--- config.mk ---
export PLATFORM = sky130hd
export DESIGN_NAME = fcp_host
export DESIGN_NICKNAME = d
export VERILOG_FILES = /design/src/logic/fcp_pkg.sv /design/src/logic/fcp_bus_cycle.sv /design/src/logic/fcp_host.sv
export SDC_FILE = /design/constraint.sdc
export NUM_CORES = 1
export LEC_CHECK = 0
export BUFFER_PORTS_ARGS = -buffer_cell sky130_fd_sc_hd__buf_2
export CAP_MARGIN = 20
export CORE_AREA = 2 2 140 142
export CTS_CLUSTER_DIAMETER = 40
export DETAILED_ROUTE_END_ITERATION = 16
export DIE_AREA = 0 0 142 144
export HOLD_SLACK_MARGIN = 0.06
export MAX_ROUTING_LAYER = met4
export PLACE_DENSITY = 0.83
export SLEW_MARGIN = 0
export SYNTH_ARGS = -nofsm -noshare
export SYNTH_HDL_FRONTEND = slang
export SYNTH_SLANG_ARGS = --single-unit
--- constraint.sdc ---
create_clock -name core_clk -period 4.5 [get_ports core_clk]
set_input_delay 0.225 -clock core_clk [delete_from_list [all_inputs] [get_ports core_clk]]
set_output_delay 0.225 -clock core_clk [all_outputs]
set_load 0.05 [all_outputs]
--- src/logic/fcp_pkg.sv ---
// Constants, types and sequences for the flash command/poll host controller.
// Assumes a parallel NOR flash on asynchronous pins; one 100 MHz clock here.
// Contract
// - Confirm buffer program by writing 29h
// - Reset loses suspended program; host reprograms
// - Reset kills erase; host reissues chip erase
// - Sector erase: unlock, setup, unlock, sector
// - Poll after erase; clear error with reset
// - Return to read mode before resume
// - Blank check: setup then 29h confirm
package fcp_pkg;
	localparam int FCP_ADDR_W = 22;
	localparam int FCP_DATA_W = 16;
	localparam int CLK_PERIOD_NS = 10;

	// Command data bytes
	localparam logic [7:0] CMD_UNLOCK1 = 8'hAA;
	localparam logic [7:0] CMD_UNLOCK2 = 8'h55;
	localparam logic [7:0] CMD_ERASE_SETUP = 8'h80;
	localparam logic [7:0] CMD_CHIP_ERASE = 8'h10;
	localparam logic [7:0] CMD_SECTOR_ERASE = 8'h30;
	localparam logic [7:0] CMD_RESUME = 8'h30;
	localparam logic [7:0] CMD_SUSPEND = 8'hB0;
	localparam logic [7:0] CMD_CONFIRM = 8'h29;
	localparam logic [7:0] CMD_BLANK_SETUP1 = 8'hEB;
	localparam logic [7:0] CMD_BLANK_SETUP2 = 8'h76;
	localparam logic [7:0] CMD_READ_RESET = 8'hF0;

	// Unlock cycle word addresses
	localparam logic [FCP_ADDR_W-1:0] UNLOCK_ADDR1 = 22'h000555;
	localparam logic [FCP_ADDR_W-1:0] UNLOCK_ADDR2 = 22'h0002AA;

	// Status bit positions
	localparam int POLL_BIT = 7;
	localparam int TOGGLE_BIT = 6;
	localparam int FAIL_BIT = 5;
	localparam int WINDOW_BIT = 3;
	localparam int SECTOR_TOGGLE_BIT = 2;
	localparam int ABORT_BIT = 1;

	// Bus timing, least times round up
	localparam int WE_LOW_NS = 40;
	localparam int WR_RECOV_NS = 20;
	localparam int RD_ACCESS_NS = 70;
	localparam int SYNC_STAGES = 3;
	localparam int WE_LOW_CYC = (WE_LOW_NS + CLK_PERIOD_NS - 1) / CLK_PERIOD_NS;
	localparam int WR_RECOV_CYC =
		(WR_RECOV_NS + CLK_PERIOD_NS - 1) / CLK_PERIOD_NS;
	localparam int RD_CYC =
		(RD_ACCESS_NS + CLK_PERIOD_NS - 1) / CLK_PERIOD_NS + SYNC_STAGES;
	// Worst-case program suspend latency
	localparam int SUSP_LAT_NS = 15000;
	localparam int SUSP_LAT_CYC =
		(SUSP_LAT_NS + CLK_PERIOD_NS - 1) / CLK_PERIOD_NS;

	typedef enum logic [3:0] {
		OP_READ = 4'h0,
		OP_RESET = 4'h1,
		OP_CONFIRM = 4'h2,
		OP_SUSPEND = 4'h3,
		OP_RESUME = 4'h4,
		OP_CHIP_ERASE = 4'h5,
		OP_SECTOR_ERASE = 4'h6,
		OP_ADD_SECTOR = 4'h7,
		OP_BLANK_CHECK = 4'h8,
		OP_POLL = 4'h9
	} fcp_op_type;

	typedef struct packed {
		fcp_op_type op;
		logic [FCP_ADDR_W-1:0] addr;
	} fcp_req_type;

	typedef struct packed {
		logic [FCP_ADDR_W-1:0] addr;
		logic [FCP_DATA_W-1:0] data;
	} fcp_wr_type;

	typedef struct packed {
		logic we_n;
		logic oe_n;
		logic ce_n;
		logic dq_oe_n;
		logic [FCP_ADDR_W-1:0] addr;
		logic [FCP_DATA_W-1:0] dq_out;
	} fcp_pins_type;

	// Number of write cycles in an operation
	function automatic logic [2:0] fcp_seq_len(input fcp_op_type op);
		case (op)
			OP_CHIP_ERASE: fcp_seq_len = 3'h6;
			OP_SECTOR_ERASE: fcp_seq_len = 3'h6;
			OP_BLANK_CHECK: fcp_seq_len = 3'h3;
			OP_RESUME: fcp_seq_len = 3'h2;
			default: fcp_seq_len = 3'h1;
		endcase
	endfunction

	// Address and data of one write step
	function automatic fcp_wr_type fcp_seq_step(input fcp_op_type op,
		input logic [2:0] step, input logic [FCP_ADDR_W-1:0] addr);
		fcp_wr_type w;
		logic [7:0] last;
		w.addr = addr;
		w.data = 16'h0000;
		last = (op == OP_CHIP_ERASE) ? CMD_CHIP_ERASE : CMD_SECTOR_ERASE;
		case (op)
			OP_CHIP_ERASE, OP_SECTOR_ERASE:
			begin
				case (step)
					3'h0, 3'h3:
					begin
						w.addr = UNLOCK_ADDR1;
						w.data = {8'h00, CMD_UNLOCK1};
					end
					3'h1, 3'h4:
					begin
						w.addr = UNLOCK_ADDR2;
						w.data = {8'h00, CMD_UNLOCK2};
					end
					3'h2:
					begin
						w.addr = UNLOCK_ADDR1;
						w.data = {8'h00, CMD_ERASE_SETUP};
					end
					default:
					begin
						if (op == OP_CHIP_ERASE)
							w.addr = UNLOCK_ADDR1;
						w.data = {8'h00, last};
					end
				endcase
			end
			OP_BLANK_CHECK:
			begin
				case (step)
					3'h0: w.data = {8'h00, CMD_BLANK_SETUP1};
					3'h1: w.data = {8'h00, CMD_BLANK_SETUP2};
					default: w.data = {8'h00, CMD_CONFIRM};
				endcase
			end
			OP_RESUME:
				w.data = {8'h00, (step == 3'h0) ? CMD_READ_RESET : CMD_RESUME};
			OP_CONFIRM: w.data = {8'h00, CMD_CONFIRM};
			OP_SUSPEND: w.data = {8'h00, CMD_SUSPEND};
			OP_ADD_SECTOR: w.data = {8'h00, CMD_SECTOR_ERASE};
			default: w.data = {8'h00, CMD_READ_RESET};
		endcase
		return w;
	endfunction
endpackage

--- src/logic/fcp_bus_cycle.sv ---
// One asynchronous flash bus cycle, write or read, on the pins.
// Assumes the caller waits for done before starting another cycle.
`timescale 1ns/10ps
module fcp_bus_cycle
	import fcp_pkg::*;
(
	input wire logic core_clk,
	input wire logic rst_n,
	input wire logic start,
	input wire logic is_read,
	input wire fcp_wr_type wr,
	input wire logic [FCP_DATA_W-1:0] dq_in,
	output fcp_pins_type pins,
	output logic done,
	output logic [FCP_DATA_W-1:0] rdata
);
	typedef enum logic [3:0] {
		B_IDLE = 4'b0001,
		B_SETUP = 4'b0010,
		B_STROBE = 4'b0100,
		B_RECOV = 4'b1000
	} fcp_bstate_type;

	fcp_bstate_type state_reg, state_next;
	fcp_pins_type pins_reg, pins_next;
	logic rd_reg, rd_next;
	logic done_reg, done_next;
	logic [7:0] cnt_reg, cnt_next;
	logic [FCP_DATA_W-1:0] rdata_reg, rdata_next;
	logic [FCP_DATA_W-1:0] s1_reg, s2_reg, s3_reg, stable_reg, stable_next;

	// Three-stage capture; a change counts when stages two and three agree
	always_comb
	begin
		stable_next = (s2_reg == s3_reg) ? s3_reg : stable_reg;
	end

	// Cycle sequencer: setup, strobe, recovery
	always_comb
	begin
		state_next = state_reg;
		pins_next = pins_reg;
		rd_next = rd_reg;
		cnt_next = cnt_reg;
		rdata_next = rdata_reg;
		done_next = 1'b0;
		case (state_reg)
			B_IDLE:
			begin
				if (start)
				begin
					pins_next.addr = wr.addr;
					pins_next.dq_out = wr.data;
					pins_next.ce_n = 1'b0;
					pins_next.dq_oe_n = is_read;
					rd_next = is_read;
					state_next = B_SETUP;
				end
			end
			B_SETUP:
			begin
				pins_next.we_n = rd_reg;
				pins_next.oe_n = !rd_reg;
				cnt_next = rd_reg ? 8'(RD_CYC) : 8'(WE_LOW_CYC);
				state_next = B_STROBE;
			end
			B_STROBE:
			begin
				cnt_next = cnt_reg - 8'h01;
				if (cnt_reg == 8'h01)
				begin
					pins_next.we_n = 1'b1;
					pins_next.oe_n = 1'b1;
					rdata_next = stable_reg;
					cnt_next = 8'(WR_RECOV_CYC);
					state_next = B_RECOV;
				end
			end
			B_RECOV:
			begin
				// Data held past the rising strobe for hold time
				cnt_next = cnt_reg - 8'h01;
				if (cnt_reg == 8'h01)
				begin
					pins_next.ce_n = 1'b1;
					pins_next.dq_oe_n = 1'b1;
					done_next = 1'b1;
					state_next = B_IDLE;
				end
			end
			default: state_next = B_IDLE;
		endcase
	end

	always_ff @(posedge core_clk or negedge rst_n)
	begin
		if (!rst_n)
		begin
			state_reg <= B_IDLE;
			pins_reg <= '{we_n: 1'b1, oe_n: 1'b1, ce_n: 1'b1, dq_oe_n: 1'b1,
				addr: '0, dq_out: '0};
			rd_reg <= 1'b0;
			cnt_reg <= 8'h00;
			done_reg <= 1'b0;
			rdata_reg <= '0;
			s1_reg <= '0;
			s2_reg <= '0;
			s3_reg <= '0;
			stable_reg <= '0;
		end
		else
		begin
			state_reg <= state_next;
			pins_reg <= pins_next;
			rd_reg <= rd_next;
			cnt_reg <= cnt_next;
			done_reg <= done_next;
			rdata_reg <= rdata_next;
			s1_reg <= dq_in;
			s2_reg <= s1_reg;
			s3_reg <= s2_reg;
			stable_reg <= stable_next;
		end
	end

	assign pins = pins_reg;
	assign done = done_reg;
	assign rdata = rdata_reg;

	AST_WE_NEEDS_CE: assert property (@(posedge core_clk) disable iff (!rst_n)
		!pins_reg.we_n |-> (!pins_reg.ce_n && !pins_reg.dq_oe_n))
		else $error("write strobe without chip select or data drive");
	AST_NO_CONTENTION: assert property (@(posedge core_clk)
		disable iff (!rst_n)
		!(!pins_reg.oe_n && !pins_reg.dq_oe_n))
		else $error("output enable while host drives data");
	AST_WE_WIDTH: assert property (@(posedge core_clk) disable iff (!rst_n)
		$fell(pins_reg.we_n) |-> (!pins_reg.we_n)[*4] ##1 pins_reg.we_n)
		else $error("write strobe width wrong");
endmodule

--- src/logic/fcp_host.sv ---
// Host controller: issues flash command sequences and polls status.
// Assumes a single requester that waits for req_ready before a new order.
`timescale 1ns/10ps
module fcp_host
	import fcp_pkg::*;
#(
	parameter int POLL_LIMIT = 1000000,
	parameter int SUSP_WAIT = SUSP_LAT_CYC
)
(
	input wire logic core_clk,
	input wire logic rst_n,
	input wire logic req_valid,
	input wire fcp_req_type req,
	output logic req_ready,
	output logic resp_valid,
	output logic resp_err,
	output logic [FCP_DATA_W-1:0] resp_data,
	output logic suspended,
	output logic chip_erase_busy,
	input wire logic [FCP_DATA_W-1:0] flash_dq_in,
	output logic [FCP_DATA_W-1:0] flash_dq_out,
	output logic flash_dq_oe_n,
	output logic [FCP_ADDR_W-1:0] flash_addr,
	output logic flash_we_n,
	output logic flash_oe_n,
	output logic flash_ce_n
);
	if (POLL_LIMIT < 1 || POLL_LIMIT > 32'h7FFFFFFF)
		$error("POLL_LIMIT out of range");
	if (SUSP_WAIT < 1 || SUSP_WAIT > 32'h00FFFFFF)
		$error("SUSP_WAIT out of range");

	typedef enum logic [5:0] {
		M_IDLE = 6'b000001,
		M_WRITE = 6'b000010,
		M_WWAIT = 6'b000100,
		M_READ = 6'b001000,
		M_RWAIT = 6'b010000,
		M_LAT = 6'b100000
	} fcp_mstate_type;

	fcp_mstate_type state_reg, state_next;
	fcp_op_type op_reg, op_next;
	logic [FCP_ADDR_W-1:0] addr_reg, addr_next;
	logic [2:0] step_reg, step_next;
	logic first_reg, first_next;
	logic [FCP_DATA_W-1:0] prev_reg, prev_next;
	logic [31:0] cnt_reg, cnt_next;
	logic recover_reg, recover_next;
	logic susp_reg, susp_next;
	logic chip_reg, chip_next;
	logic ready_reg, ready_next;
	logic rv_reg, rv_next;
	logic err_reg, err_next;
	logic [FCP_DATA_W-1:0] data_reg, data_next;
	logic start_reg, start_next;
	logic rd_reg, rd_next;
	fcp_wr_type wr_reg, wr_next;
	fcp_pins_type pins;
	logic bus_done;
	logic [FCP_DATA_W-1:0] bus_rdata;
	logic toggling, failed;

	fcp_bus_cycle u_bus (
		.core_clk(core_clk),
		.rst_n(rst_n),
		.start(start_reg),
		.is_read(rd_reg),
		.wr(wr_reg),
		.dq_in(flash_dq_in),
		.pins(pins),
		.done(bus_done),
		.rdata(bus_rdata)
	);

	assign toggling = (bus_rdata[TOGGLE_BIT] != prev_reg[TOGGLE_BIT]);
	// failure or abort must show on two reads in a row; the read
	// that ends a busy phase carries array data whose bit 5 may be set
	assign failed = (bus_rdata[FAIL_BIT] && prev_reg[FAIL_BIT]) ||
		(bus_rdata[ABORT_BIT] && prev_reg[ABORT_BIT]);

	// Sequencer; long polls free the requester only at the end
	always_comb
	begin
		state_next = state_reg;
		op_next = op_reg;
		addr_next = addr_reg;
		step_next = step_reg;
		first_next = first_reg;
		prev_next = prev_reg;
		cnt_next = cnt_reg;
		recover_next = recover_reg;
		susp_next = susp_reg;
		chip_next = chip_reg;
		ready_next = ready_reg;
		err_next = err_reg;
		data_next = data_reg;
		wr_next = wr_reg;
		rd_next = rd_reg;
		start_next = 1'b0;
		rv_next = 1'b0;
		case (state_reg)
			M_IDLE:
			begin
				if (req_valid && ready_reg)
				begin
					ready_next = 1'b0;
					op_next = req.op;
					addr_next = req.addr;
					step_next = 3'h0;
					first_next = 1'b1;
					cnt_next = 32'h0;
					recover_next = 1'b0;
					// no suspend while chip erase runs
					if ((req.op == OP_SUSPEND && chip_reg) ||
						(req.op == OP_RESUME && !susp_reg))
					begin
						err_next = 1'b1;
						rv_next = 1'b1;
						ready_next = 1'b1;
					end
					else if (req.op == OP_READ || req.op == OP_POLL)
						state_next = M_READ;
					else
					begin
						if (req.op == OP_CHIP_ERASE)
							chip_next = 1'b1;
						if (req.op == OP_RESUME)
							susp_next = 1'b0;
						state_next = M_WRITE;
					end
				end
			end
			M_WRITE:
			begin
				wr_next = fcp_seq_step(op_reg, step_reg, addr_reg);
				rd_next = 1'b0;
				start_next = 1'b1;
				state_next = M_WWAIT;
			end
			M_WWAIT:
			begin
				if (bus_done)
				begin
					if (step_reg == fcp_seq_len(op_reg) - 3'h1)
					begin
						if (op_reg == OP_SUSPEND)
						begin
							cnt_next = 32'(SUSP_WAIT);
							state_next = M_LAT;
						end
						else
						begin
							if (op_reg == OP_RESET)
								chip_next = 1'b0;
							err_next = recover_reg;
							rv_next = 1'b1;
							ready_next = 1'b1;
							state_next = M_IDLE;
						end
					end
					else
					begin
						step_next = step_reg + 3'h1;
						state_next = M_WRITE;
					end
				end
			end
			M_LAT:
			begin
				cnt_next = cnt_reg - 32'h1;
				if (cnt_reg == 32'h1)
				begin
					susp_next = 1'b1;
					op_next = OP_POLL;
					first_next = 1'b1;
					state_next = M_READ;
				end
			end
			M_READ:
			begin
				wr_next = '{addr: addr_reg, data: '0};
				rd_next = 1'b1;
				start_next = 1'b1;
				state_next = M_RWAIT;
			end
			M_RWAIT:
			begin
				if (bus_done)
				begin
					prev_next = bus_rdata;
					first_next = 1'b0;
					state_next = M_READ;
					if (op_reg == OP_READ || (!first_reg && !toggling))
					begin
						if (op_reg == OP_POLL)
							chip_next = 1'b0;
						data_next = bus_rdata;
						err_next = 1'b0;
						rv_next = 1'b1;
						ready_next = 1'b1;
						state_next = M_IDLE;
					end
					else if (!first_reg && failed)
					begin
						op_next = OP_RESET;
						step_next = 3'h0;
						recover_next = 1'b1;
						chip_next = 1'b0;
						data_next = bus_rdata;
						state_next = M_WRITE;
					end
					else if (!first_reg)
					begin
						cnt_next = cnt_reg + 32'h1;
						if (cnt_reg == 32'(POLL_LIMIT - 1))
						begin
							data_next = bus_rdata;
							err_next = 1'b1;
							rv_next = 1'b1;
							ready_next = 1'b1;
							state_next = M_IDLE;
						end
					end
				end
			end
			default: state_next = M_IDLE;
		endcase
	end

	always_ff @(posedge core_clk or negedge rst_n)
	begin
		if (!rst_n)
		begin
			state_reg <= M_IDLE;
			op_reg <= OP_READ;
			addr_reg <= '0;
			step_reg <= 3'h0;
			first_reg <= 1'b1;
			prev_reg <= '0;
			cnt_reg <= 32'h0;
			recover_reg <= 1'b0;
			// reset forgets a suspend; user must reprogram
			susp_reg <= 1'b0;
			chip_reg <= 1'b0;
			ready_reg <= 1'b0;
			rv_reg <= 1'b0;
			err_reg <= 1'b0;
			data_reg <= '0;
			start_reg <= 1'b0;
			rd_reg <= 1'b0;
			wr_reg <= '0;
		end
		else
		begin
			state_reg <= state_next;
			op_reg <= op_next;
			addr_reg <= addr_next;
			step_reg <= step_next;
			first_reg <= first_next;
			prev_reg <= prev_next;
			cnt_reg <= cnt_next;
			recover_reg <= recover_next;
			susp_reg <= susp_next;
			chip_reg <= chip_next;
			// Ready rises one cycle after reset release
			ready_reg <= (state_reg == M_IDLE && !rv_reg &&
				!(req_valid && ready_reg)) ? 1'b1 : ready_next;
			rv_reg <= rv_next;
			err_reg <= err_next;
			data_reg <= data_next;
			start_reg <= start_next;
			rd_reg <= rd_next;
			wr_reg <= wr_next;
		end
	end

	// Pins come straight from the bus cycle flops
	assign flash_dq_out = pins.dq_out;
	assign flash_dq_oe_n = pins.dq_oe_n;
	assign flash_addr = pins.addr;
	assign flash_we_n = pins.we_n;
	assign flash_oe_n = pins.oe_n;
	assign flash_ce_n = pins.ce_n;
	assign req_ready = ready_reg;
	assign resp_valid = rv_reg;
	assign resp_err = err_reg;
	assign resp_data = data_reg;
	assign suspended = susp_reg;
	assign chip_erase_busy = chip_reg;

	AST_CONFIRM_DATA: assert property (@(posedge core_clk)
		disable iff (!rst_n)
		(start_reg && !rd_reg && op_reg == OP_CONFIRM)
		|-> wr_reg.data[7:0] == CMD_CONFIRM)
		else $error("buffer confirm not 29h");
	AST_SUSPEND_REFUSED: assert property (@(posedge core_clk)
		disable iff (!rst_n)
		(state_reg == M_IDLE && req_valid && ready_reg &&
		req.op == OP_SUSPEND && chip_reg) |=> (rv_reg && err_reg))
		else $error("suspend during chip erase not refused");
	AST_SECTOR_LAST: assert property (@(posedge core_clk)
		disable iff (!rst_n)
		(start_reg && op_reg == OP_SECTOR_ERASE && step_reg == 3'h5)
		|-> (wr_reg.data[7:0] == CMD_SECTOR_ERASE &&
		wr_reg.addr == addr_reg))
		else $error("sector erase sixth write wrong");
	AST_UNLOCK_FIRST: assert property (@(posedge core_clk)
		disable iff (!rst_n)
		(start_reg && step_reg == 3'h0 && (op_reg == OP_CHIP_ERASE ||
		op_reg == OP_SECTOR_ERASE)) |-> (wr_reg.addr == UNLOCK_ADDR1 &&
		wr_reg.data[7:0] == CMD_UNLOCK1))
		else $error("erase sequence not opened by unlock");
	AST_FAIL_RESETS: assert property (@(posedge core_clk)
		disable iff (!rst_n)
		(state_reg == M_RWAIT && bus_done && !first_reg && toggling &&
		failed && op_reg != OP_READ) |-> ##[1:3] (start_reg &&
		wr_reg.data[7:0] == CMD_READ_RESET))
		else $error("failure not followed by read/reset");
	AST_RESET_BEFORE_RESUME: assert property (@(posedge core_clk)
		disable iff (!rst_n)
		(start_reg && op_reg == OP_RESUME && step_reg == 3'h1)
		|-> $past(wr_reg.data[7:0], 2) == CMD_READ_RESET)
		else $error("resume not preceded by read/reset");
	AST_BLANK_CONFIRM: assert property (@(posedge core_clk)
		disable iff (!rst_n)
		(start_reg && op_reg == OP_BLANK_CHECK && step_reg == 3'h2)
		|-> wr_reg.data[7:0] == CMD_CONFIRM)
		else $error("blank check confirm not 29h");
	AST_SUSPEND_FLAG: assert property (@(posedge core_clk)
		disable iff (!rst_n)
		(state_reg == M_LAT && cnt_reg == 32'h1) |=> susp_reg)
		else $error("suspend not recorded after latency");
	AST_CHIP_RESET_CLEARS: assert property (@(posedge core_clk)
		disable iff (!rst_n)
		(state_reg == M_WWAIT && bus_done && op_reg == OP_RESET)
		|=> !chip_reg)
		else $error("reset did not end chip erase tracking");
endmodule

==> results.ini <==
[status]
status = complete, no violations

[clocking]
root_buffer = clkbuf_16
clock_latency_ns = 0.53
tritoncts = yes
cts_resized = 0
htree_levels = 2
cts_buffers = 34
cts_buffer_depth = 3
clk_pin_slew_ns = 0.06
cts_sinks = 253

[power_and_ir_drop]
powerDensity_nw_per_um2 = 604.1
ir_worst_vdd_v = 0.0006701
leakage_nw = 6.395

[sta]
worst_pin_slew_ns = 1.052
min_period_over_period_pct = 70.46
max_slew_margin_pct = 29.68
fin_skew_ns = 0.02570
setup_tns_ns = 0
rsz0062_at_grt = false
hold_viol = 0
fin_crit_ns = 3.171
setup_viol = 0
max_freq_mhz = 315.4
report.final.slew_viol_count = 0

[synth]
ys_ff_latch = 253
synth_flop_cell = dfrtp_1
synth_edf_count = 0
synth.distinct_cells = 80
syn_area_um2 = 11860
synth_warnings = 0
synthCells = 1099
synth_top_area_share_pct = 51.93
ys_seq_area_share_pct = 53.48
yosysTopAreaCell = dfrtp_1
async_flop_share_pct = 100.0
synth_area_leaders = dfrtp_1 52%, mux2_2 10%, o21ai_0 3.4%
avgSynthCellArea_um2 = 10.79

[route]
drt-pass1-iter-count = 6
routed-via-count = 9441
wl_met1_mm = 12.23
ant_nets = 0
wire_per_inst_um = 20.90
drtIter0Drc = 1042
wl_met3_mm = 2.290
drc = 0
highest_layer = met4
wl_met2_mm = 15.73
drt_wl_total_mm = 31.05
routed_via_density = 6.353

[place]
gp_congestion = 0.9793
dp_hpwl_mm = 18.05
portBuffers = 99

[final_layout]
final_nets = 1280
diodes = 0
drive_gt1_share_pct = 24.68
largest_reg_flops = 34
utilization_pct = 73.58
synthToLayoutAreaGrowth_pct = 18.42

[critical_path]
worstPathArrival_ns = 3.57
start_kind = flip-flop
worstSetupEndpointType = flip-flop
reg2reg_depth = 6
r2r-end = resp_data[14]
path_class = reg2reg
cp_max_fo = 16
required_ns = 4.90
rr_startpoint = cnt_reg[10]
r2r_setup_slack_ns = 1.33

[die]
die-area_um2 = 20450
die_h_um = 144
io_pins = 108
rows = 51
die_x_um = 142
initial_utilization_pct = 62.14
design.core.area_um2 = 19080

[global_routing]
grt_pass1_vias = 9384
grt_max_degree = 118
overflow = 0
grt_pass1_wl_mm = 49.70
antenna_found_initial = 0
track_usage_pct = 31.78

[min_path]
whs_path_depth = 3
hold-path-endpoint = op_reg[3]
min-delay-start = req[25]
holdCritPathClass = in2reg

[job]
maxCapViolCount = 0

==> critical path, stage by stage (launching register included) <==
cell and delay [ns]:
dfrtp_1 0.53, nor4_4 0.52, nand4b_1 0.27, or4_1 0.61
nor2b_4 0.16, a21oi_4 0.52, mux2_2 0.42
==> cells by family after synthesis <==
family / synth area share, %
muxes: 10.86
other: 0.03163
adders and majority gates: 1.055
DFF: 53.48
AOI/OAI and AO/OA: 13.92
and+or+nand+nor: 14.85
xor gates and xnor gates: 2.216
buffers and inverters: 3.588
==> metal layers <==
metal / track usage [%] / up-vias
li1: - / 4233
met1: 40.61 / 4651
met2: 51.59 / 486
met3: 5.563 / 71
met4: 11.74 / 0
met5: - / -
==> what timing repair did <==
item / 4_1_cts / 5_1_grt
setup buffers: 0 / 0
setup endpoints to repair: 0 / 0
hold buffers: 42 / 0
hold endpoints to repair: 154 / 0
==> Yosys cell counts, drive strengths merged, types with 12 or more instances <==
cell    instances
or3            16
nand3          21
inv            21
nor2           74
nor3           33
dfrtp         246
clkbuf         42
o21ai          84
nand2         104
a31oi          16
o22ai          13
buf            28
xor2           22
a21oi          66
nand4          17
nor4           19
mux2          109
a22o           12
==> metrics by stage <==
stage          std cells  setup WS [ns]  total power, mW  hold slack, ns  cell area [µm²]
6_report            1486          1.329            8.480          0.1016            14040
2_1_floorplan       1106          1.866            4.921        -0.07059            11880
3_3_place_gp        1385          1.493            5.488          0.3322            12460
5_1_grt             1486          1.185            8.830          0.1473            14040
3_5_place_dp        1385          1.384            5.580          0.3343            12460
4_1_cts             1486          1.378            8.406         0.08337            14040
==> worst max-delay path by stage <==
| stage | endpoint | slack [ns] | cells after the start | startpoint |
|---|---|---|---|---|
| after floorplan | resp_data[10] | 1.87 | 8 | cnt_reg[11] |
| after global placement | cnt_reg[15] | 1.49 | 7 | state_reg[4] |
| after detailed placement | resp_data[9] | 1.38 | 6 | cnt_reg[10] |
| after CTS | cnt_reg[15] | 1.38 | 7 | state_reg[4] |
| after global routing | resp_data[14] | 1.19 | 6 | cnt_reg[10] |
| final | resp_data[14] | 1.33 | 6 | cnt_reg[10] |
==> cell type report <==
cell class,count,area (µm²)
clock inverters,14,210.2
fillers,1168,5041
well taps,238,297.8
repair buffers,153,1028
inverters,22,82.58
multi-input cells,761,5127
clock buffers,45,952.2
flip-flops and latches,253,6340
==> placed cells by master, fill, tap and decap left out, types with 8 or more instances in the layout <==
cell type	n
a21o_1	9
a21oi_1	63
a221o_1	10
a22o_1	12
a31oi_1	15
buf_2	98
buf_4	11
clkbuf_16	34
conb_1	8
dfrtp_1	246
dlygate4sd3_1	42
ha_1	10
inv_1	21
mux2_2	109
nand2_1	104
nand2b_1	8
nand3_1	21
nand4_1	16
nor2_1	71
nor3_1	32
nor3b_1	9
nor4_1	16
o21ai_0	80
o22ai_1	13
or3_1	15
xnor2_1	8
xor2_1	22
==> power by group <==
part / switching [mW] / internal, mW / leakage, nW / total, mW
clock: 1.07 / 1.69 / 0.559 / 2.75
combinational: 1.70 / 0.876 / 2.59 / 2.58
sequential: 0.409 / 2.74 / 3.25 / 3.15
total: 3.18 / 5.30 / 6.39 / 8.48
Note: power is estimated with default switching activity, not from simulation.
